### src/rtl/incdec_pkg.sv
// Shared constants and types for the binary increment/decrement unit
package incdec_pkg;
  localparam int WORD_W = 16;
  localparam int NIB_W = 4;
  localparam logic [15:0] WORD_RST = 16'h0000;
  localparam logic [15:0] WORD_ONE = 16'h0001;
  localparam int TOP_BIT = 15;

  typedef enum logic [1:0] {
    OP_INC,
    OP_INC_DBL,
    OP_DEC
  } op_t;

  typedef struct packed {
    logic fault_flag;
    logic equals_flag;
    logic digit_wrap_flag;
    logic top_bit_flag;
  } flags_t;

  localparam flags_t FLAGS_RST = 4'h0;
endpackage

### src/rtl/binary_inc_dec_unit.sv
// Binary increment/decrement execution unit with condition flags
`timescale 1ns/1ps
// Notes on behaviour
// - Single increment adds one to the 16-bit word, written back in place.
// - Per-cycle form acts once each scan while the condition holds.
// - Edge form of single increment acts only on condition rising.
// - Only per-cycle and rising-edge forms exist; no falling or immediate.
// - Equals set when 16-bit result is zero.
// - Increment digit-wrap set when any digit rolls F to 0.
// - Top-bit flag copies bit 15 of the result.
// - FFFF incremented to 0000 sets equals and digit-wrap.
// - Double increment adds one to high:low pair, stores both halves.
// - Edge form of double increment acts only on condition rising.
// - Double equals set only when all 32 bits are zero.
// - Double digit-wrap set when any digit of either word rolls F to 0.
// - Double top-bit flag taken from bit 15 of high word.
// - All-ones 32-bit to zero sets equals and digit-wrap.
// - Single decrement subtracts one from 16-bit word in place.
// - Edge form of single decrement acts only on condition rising.
// - Decrement digit-wrap set on borrow 0 to F; equals, top-bit as usual.
// - 0000 decremented to FFFF sets digit-wrap and top-bit.
// - Decrement equals set only when 16-bit result is zero.
module binary_inc_dec_unit
  import incdec_pkg::*;
(
  input wire logic ref_clk_i,
  input wire logic rst_n_i,
  input wire logic scan_i,
  input wire logic cond_i,
  input wire logic edge_mode_i,
  input wire op_t op_i,
  input wire logic load_i,
  input wire logic [WORD_W-1:0] load_low_i,
  input wire logic [WORD_W-1:0] load_high_i,
  output logic [WORD_W-1:0] operand_word_o,
  output logic [WORD_W-1:0] next_word_o,
  output flags_t flags_o,
  output logic done_o
);

  ////////////////////////////////////////////////////////////////////////////
  // State

  logic [WORD_W-1:0] low_q;
  logic [WORD_W-1:0] low_d;
  logic [WORD_W-1:0] high_q;
  logic [WORD_W-1:0] high_d;
  flags_t flags_q;
  flags_t flags_d;
  logic done_q;
  logic done_d;
  logic rise;
  logic fire;
  logic is_dbl;
  logic is_dec;
  logic [2*WORD_W-1:0] pair;
  logic [2*WORD_W-1:0] pair_res;
  logic [WORD_W-1:0] word_res;
  logic wrap_lo;
  logic wrap_hi;

  cond_edge u_cond_edge (
    .ref_clk_i(ref_clk_i),
    .rst_n_i(rst_n_i),
    .scan_i(scan_i),
    .cond_i(cond_i),
    .rise_o(rise)
  );

  ////////////////////////////////////////////////////////////////////////////
  // Datapath

  // No falling-edge or immediate form: mode is one bit
  always_comb begin
    fire = 1'b0;
    if (scan_i) begin
      if (edge_mode_i) begin
        fire = rise;
      end else begin
        fire = cond_i;
      end
    end
  end

  assign is_dbl = (op_i == OP_INC_DBL);
  assign is_dec = (op_i == OP_DEC);
  assign pair = {high_q, low_q};
  assign pair_res = pair + {16'h0000, WORD_ONE};

  always_comb begin
    case (op_i)
      OP_INC: word_res = low_q + WORD_ONE;
      OP_DEC: word_res = low_q - WORD_ONE;
      OP_INC_DBL: word_res = pair_res[WORD_W-1:0];
      default: word_res = low_q;
    endcase
  end

  // Digit wrap seen per half; high half only counts in double form
  nib_wrap #(.WIDTH(WORD_W)) u_wrap_lo (
    .old_i(low_q),
    .new_i(word_res),
    .dec_i(is_dec),
    .wrap_o(wrap_lo)
  );

  nib_wrap #(.WIDTH(WORD_W)) u_wrap_hi (
    .old_i(high_q),
    .new_i(pair_res[2*WORD_W-1:WORD_W]),
    .dec_i(1'b0),
    .wrap_o(wrap_hi)
  );

  always_comb begin
    low_d = low_q;
    high_d = high_q;
    flags_d = flags_q;
    done_d = 1'b0;
    if (load_i) begin
      low_d = load_low_i;
      high_d = load_high_i;
    end else if (fire) begin
      done_d = 1'b1;
      low_d = word_res;
      flags_d.fault_flag = 1'b0;
      if (is_dbl) begin
        high_d = pair_res[2*WORD_W-1:WORD_W];
        flags_d.equals_flag = (pair_res == 32'h0000_0000);
        flags_d.digit_wrap_flag = wrap_lo | wrap_hi;
        flags_d.top_bit_flag = pair_res[WORD_W+TOP_BIT];
      end else begin
        flags_d.equals_flag = (word_res == WORD_RST);
        flags_d.digit_wrap_flag = wrap_lo;
        flags_d.top_bit_flag = word_res[TOP_BIT];
      end
    end
  end

  always_ff @(posedge ref_clk_i) begin
    if (!rst_n_i) begin
      low_q <= WORD_RST;
      high_q <= WORD_RST;
      flags_q <= FLAGS_RST;
      done_q <= 1'b0;
    end else begin
      low_q <= low_d;
      high_q <= high_d;
      flags_q <= flags_d;
      done_q <= done_d;
    end
  end

  assign operand_word_o = low_q;
  assign next_word_o = high_q;
  assign flags_o = flags_q;
  assign done_o = done_q;

  ////////////////////////////////////////////////////////////////////////////
  // Check helpers

  logic exec;
  logic inc_wrap_exp;
  logic dec_wrap_exp;
  logic [WORD_W-1:0] run_base_q;
  logic [WORD_W-1:0] run_base_d;
  logic [WORD_W-1:0] run_len_q;
  logic [WORD_W-1:0] run_len_d;

  // Only the lowest digit can start a wrap; higher ones move on its carry
  function automatic logic digit_at_limit(
    input logic [NIB_W-1:0] digit,
    input logic dec
  );
    logic [NIB_W-1:0] limit;
    limit = dec ? {NIB_W{1'b0}} : {NIB_W{1'b1}};
    return digit == limit;
  endfunction

  assign exec = fire && !load_i;
  assign inc_wrap_exp = digit_at_limit(low_q[NIB_W-1:0], 1'b0);
  assign dec_wrap_exp = digit_at_limit(low_q[NIB_W-1:0], 1'b1);

  // Shadow of a per-cycle increment run; any other step breaks the run
  always_comb begin
    run_base_d = run_base_q;
    run_len_d = run_len_q;
    if ((scan_i && !exec) || load_i || (exec && (edge_mode_i || op_i != OP_INC))) begin
      run_len_d = WORD_RST;
    end else if (exec) begin
      run_len_d = run_len_q + WORD_ONE;
      if (run_len_q == WORD_RST) begin
        run_base_d = low_q;
      end
    end
  end

  always_ff @(posedge ref_clk_i) begin
    if (!rst_n_i) begin
      run_base_q <= WORD_RST;
      run_len_q <= WORD_RST;
    end else begin
      run_base_q <= run_base_d;
      run_len_q <= run_len_d;
    end
  end
endmodule

### src/rtl/cond_edge.sv
// Execution condition history and rising-edge detect
`timescale 1ns/1ps
module cond_edge
  import incdec_pkg::*;
(
  input wire logic ref_clk_i,
  input wire logic rst_n_i,
  input wire logic scan_i,
  input wire logic cond_i,
  output logic rise_o
);

  logic prev_q;
  logic prev_d;

  // History advances once per scan cycle only
  always_comb begin
    prev_d = prev_q;
    if (scan_i) begin
      prev_d = cond_i;
    end
  end

  always_ff @(posedge ref_clk_i) begin
    if (!rst_n_i) begin
      prev_q <= 1'b0;
    end else begin
      prev_q <= prev_d;
    end
  end

  assign rise_o = cond_i & ~prev_q;

endmodule

### src/rtl/nib_wrap.sv
// Per-digit wrap detector between operand and result
`timescale 1ns/1ps
module nib_wrap
  import incdec_pkg::*;
#(
  parameter int WIDTH = 16
) (
  input wire logic [WIDTH-1:0] old_i,
  input wire logic [WIDTH-1:0] new_i,
  input wire logic dec_i,
  output logic wrap_o
);

  // Refuse widths that would leave a partial digit at the top
  if (WIDTH % NIB_W != 0) begin : g_bad_width
    $error("nib_wrap width must be whole digits");
  end

  always_comb begin
    wrap_o = 1'b0;
    for (int i = 0; i < WIDTH / NIB_W; i++) begin
      if (dec_i) begin
        // Borrow: digit went 0 to F
        if (old_i[i*NIB_W +: NIB_W] == 4'h0 && new_i[i*NIB_W +: NIB_W] == 4'hf) begin
          wrap_o = 1'b1;
        end
      end else if (old_i[i*NIB_W +: NIB_W] == 4'hf && new_i[i*NIB_W +: NIB_W] == 4'h0) begin
        wrap_o = 1'b1;
      end
    end
  end

endmodule

### config.mk
export PLATFORM = sky130hd
export DESIGN_NAME = binary_inc_dec_unit
export DESIGN_NICKNAME = d
export VERILOG_FILES = /design/src/rtl/incdec_pkg.sv /design/src/rtl/binary_inc_dec_unit.sv /design/src/rtl/cond_edge.sv /design/src/rtl/nib_wrap.sv
export SDC_FILE = /design/constraint.sdc
export NUM_CORES = 1
export LEC_CHECK = 0
export BUFFER_PORTS_ARGS = -buffer_cell sky130_fd_sc_hd__buf_2
export CAP_MARGIN = 20
export CELL_PAD_IN_SITES_DETAIL_PLACEMENT = 1
export CELL_PAD_IN_SITES_GLOBAL_PLACEMENT = 1
export CORE_MARGIN = 2
export CORE_UTILIZATION = 39
export DETAILED_ROUTE_END_ITERATION = 6
export PLACE_DENSITY = 0.8
export RECOVER_POWER = 50
export REMOVE_ABC_BUFFERS = 1
export SLEW_MARGIN = 20
export SYNTH_ARGS = -nofsm -noshare
export SYNTH_HDL_FRONTEND = slang
export SYNTH_SLANG_ARGS = --single-unit
### constraint.sdc
create_clock -name ref_clk_i -period 3.2 [get_ports ref_clk_i]
set_input_delay 0.64 -clock ref_clk_i [delete_from_list [all_inputs] [get_ports ref_clk_i]]
set_output_delay 0.64 -clock ref_clk_i [all_outputs]
set_load 0.1 [all_outputs]
==> impl_metrics.csv <==
group,metric,value,unit
route,routedWlPerCell,19.83,um
clock_tree,post_cts_buffers,0,
finish,area_delta_synth_final,18.01,%
placed_design,io_buffer_count,75,
route,via_per_inst,6.153,
route,dr.pass1.iters,5,
hold_path,hold_path_class,"reg2reg",
synth,syn_area_per_cell,7.184,um2
sta,worst_pin_slew,1.180,ns
floorplanning,num_rows,34,
outcome,status,"complete, no violations",
floorplanning,ios,77,
placed_design,place.gp.congestion,1.030,
finish,fin_cells,655,
sta,tns,0,ns
synth,synth_seq_cells,37,
placed_design,placed_cell_area,3961,um2
route,drtIter0Drc,355,
floorplanning,fp.dieH,97.24,um
floorplanning,die-area,9456,um2
setup_path,cp-start-kind,"flop",
setup_path,ff2ff_setup_slack,0.32,ns
setup_path,arrival,3.06,ns
floorplanning,start_util,0.3946,
setup_path,endpoint,"flags_o[2]",
pwr,ir_drop,158.8,uV
setup_path,end_kind,"flop",
synth,synth_edf_count,0,
floorplanning,core_area,8593,um2
placed_design,post-place-ws,0.2023,ns
sta,rsz0062_at_grt,"no",
finish,fillers,1159,
grt,antenna_found_initial,0,
sta,slew_headroom,0.2136,
sta,fin_crit,2.880,ns
job,cap_viol_max_count,0,
placed_design,dp_hpwl,9878,um
sta,setup_viol,0,
sta,skew,0.004305,ns
synth,seq_area_frac_synth,0.2185,
route,vias,4030,
clock_tree,htreeDepth,2,
synth,ys_warn_count,0,
setup_path,timing.rr.end,"flags_o[2]",
synth,yosys_most_used_dff,"dfxtp_1",
setup_path,crit_required,3.38,ns
clock_tree,cts-buffers-inserted,5,
clock_tree,clockRootBuffer,"clkbuf_8",
setup_path,crit_path_max_fanout,14,
synth,synth_area,3391,um2
synth,synth_cells,472,
synth,synth-async-reset-ratio,0,
synth,synth.distinct_cells,65,
route,ant_nets,0,
clock_tree,worstSkewPairLatency,0.30,ns
floorplanning,die_w,97.24,um
route,wl,12990,um
finish,n_antenna_cell,0,
clock_tree,cts_buffer_depth,2,
placed_design,placed_cells,648,
setup_path,crit_start,"operand_word_o[9]",
grt,grt_pass1_wl,20840,um
grt,grt_usage,0.2683,
finish,final_util,0.4656,
pwr,power.density,369.4,nW/um2
sta,hold_ws,0.4730,ns
grt,grt_pass1_vias,3985,
clock_tree,cts_tree,"built",
sta,fmax,0.3473,GHz
sta,hold_viol_final,0,
route,drc_errors,0,
sta,setup_slack,0.3202,ns
clock_tree,cts_sinks,37,
pwr,finalPower,1.478,mW
sta,maxSlewViolCount,0,
pwr,power_leakage,1.512,nW
setup_path,r2r_cells,7,
sta,period_share,0.8999,
finish,nNetsFinal,590,
setup_path,r2r_start,"operand_word_o[9]",
grt,grt_max_degree,27,
finish,drive_gt1_frac,0.1572,
clock_tree,cts.clk_slew.worst_paths,0.08,ns
clock_tree,postCtsHoldBufs,0,
clock_tree,cts_resized,0,
setup_path,crit_type,"reg2reg",
grt,globalRoute.totalOverflow,0,
finish,design_area,4001,um2
## synth_stat cells (4+ instances only)
cell type / n / area share
a211oi_1: 13 / 0.029
a21oi_1: 25 / 0.037
a221oi_1: 5 / 0.013
a311oi_1: 7 / 0.018
a31oi_1: 6 / 0.011
a32oi_1: 4 / 0.010
and2_1: 4 / 0.0074
and3_1: 15 / 0.028
and4_1: 6 / 0.015
buf_2: 9 / 0.013
clkbuf_1: 23 / 0.025
dfxtp_1: 37 / 0.22
inv_1: 15 / 0.017
mux2i_1: 6 / 0.018
nand2_1: 49 / 0.054
nand3_1: 20 / 0.030
nand4_1: 19 / 0.035
nor2_1: 46 / 0.051
nor3_1: 20 / 0.030
nor3b_1: 4 / 0.0089
nor4_1: 10 / 0.018
o21ai_0: 14 / 0.021
o31ai_1: 7 / 0.015
or3_1: 10 / 0.018
xnor2_1: 29 / 0.075
xor2_1: 10 / 0.026
## layout make-up
type / count / area (um2) / share of cell area
inverter: 15 / 56.30 / 0.01407
tap: 108 / 135.1 / 0.03377
timing repair buffer: 106 / 561.8 / 0.1404
multi-input combinational: 382 / 2421 / 0.6051
sequential: 37 / 740.7 / 0.1851
clock buffer: 7 / 86.33 / 0.02158
## layout by cell type (no fill, tap or decap), drive strengths merged, types with 7 or more instances in the layout
cell,instances
a211oi,14
a21oi,25
a311oi,7
and3,15
buf,71
clkbuf,42
dfxtp,37
inv,15
nand2,49
nand3,20
nand4,21
nor2,46
nor3,20
nor4,12
o21ai,16
o31ai,7
or3,10
xnor2,29
xor2,10
## sequential cells by signal, summed over array words and instances, names as in the netlist
register / count
done_o: 1
flags_o: 3
next_word_o: 16
operand_word_o: 16
u_cond_edge.prev_q: 1
## worst max-delay path: stages, from the launching register on
cell and delay, ns:
dfxtp_1 0.57, nand3_1 0.36, or4_4 0.70, nor4_4 0.35
mux2i_1 0.47, a211oi_2 0.07, nand4_1 0.13, o211ai_1 0.10
## where the power goes
group	switching (mW)	total [mW]	internal [mW]
sequential	0.0518	0.541	0.489
combinational	0.425	0.580	0.155
clock	0.185	0.357	0.172
## cell families (layout without fill, tap and decap cells)
| family | count (synthesis) | after routing | share of synthesized area |
|---|---|---|---|
| fa+ha+maj | 3 | 3 | 0.01107 |
| flops | 37 | 37 | 0.2185 |
| other cells | 1 | 1 | 0.001106 |
| xor+xnor | 39 | 39 | 0.1007 |
| buf+inv | 53 | 128 | 0.06752 |
| mux | 6 | 6 | 0.01771 |
| compound gates | 109 | 109 | 0.2273 |
| simple gates | 224 | 224 | 0.3561 |
## how the worst min path moves through the flow
stage                       start            endpoint  slack [ns]  depth (start not counted)
2_1_floorplan  u_cond_edge.prev_q  u_cond_edge.prev_q        0.46                          2
3_3_place_gp           flags_o[0]          flags_o[0]        0.45                          2
3_5_place_dp           flags_o[0]          flags_o[0]        0.46                          2
4_1_cts                flags_o[0]          flags_o[0]        0.47                          2
5_1_grt                flags_o[0]          flags_o[0]        0.51                          2
6_report               flags_o[0]          flags_o[0]        0.47                          2
## routing by layer
layer,GRT usage,vias up,wire [um],share of wire
met2,0.4701,146,6275,0.48
met5,0,-,0,0
li1,-,1898,-,-
met4,0.06624,0,282,0.022
met3,0.03022,28,598,0.046
met1,0.3529,1958,5834,0.45
(Power assumes the default switching activity.)
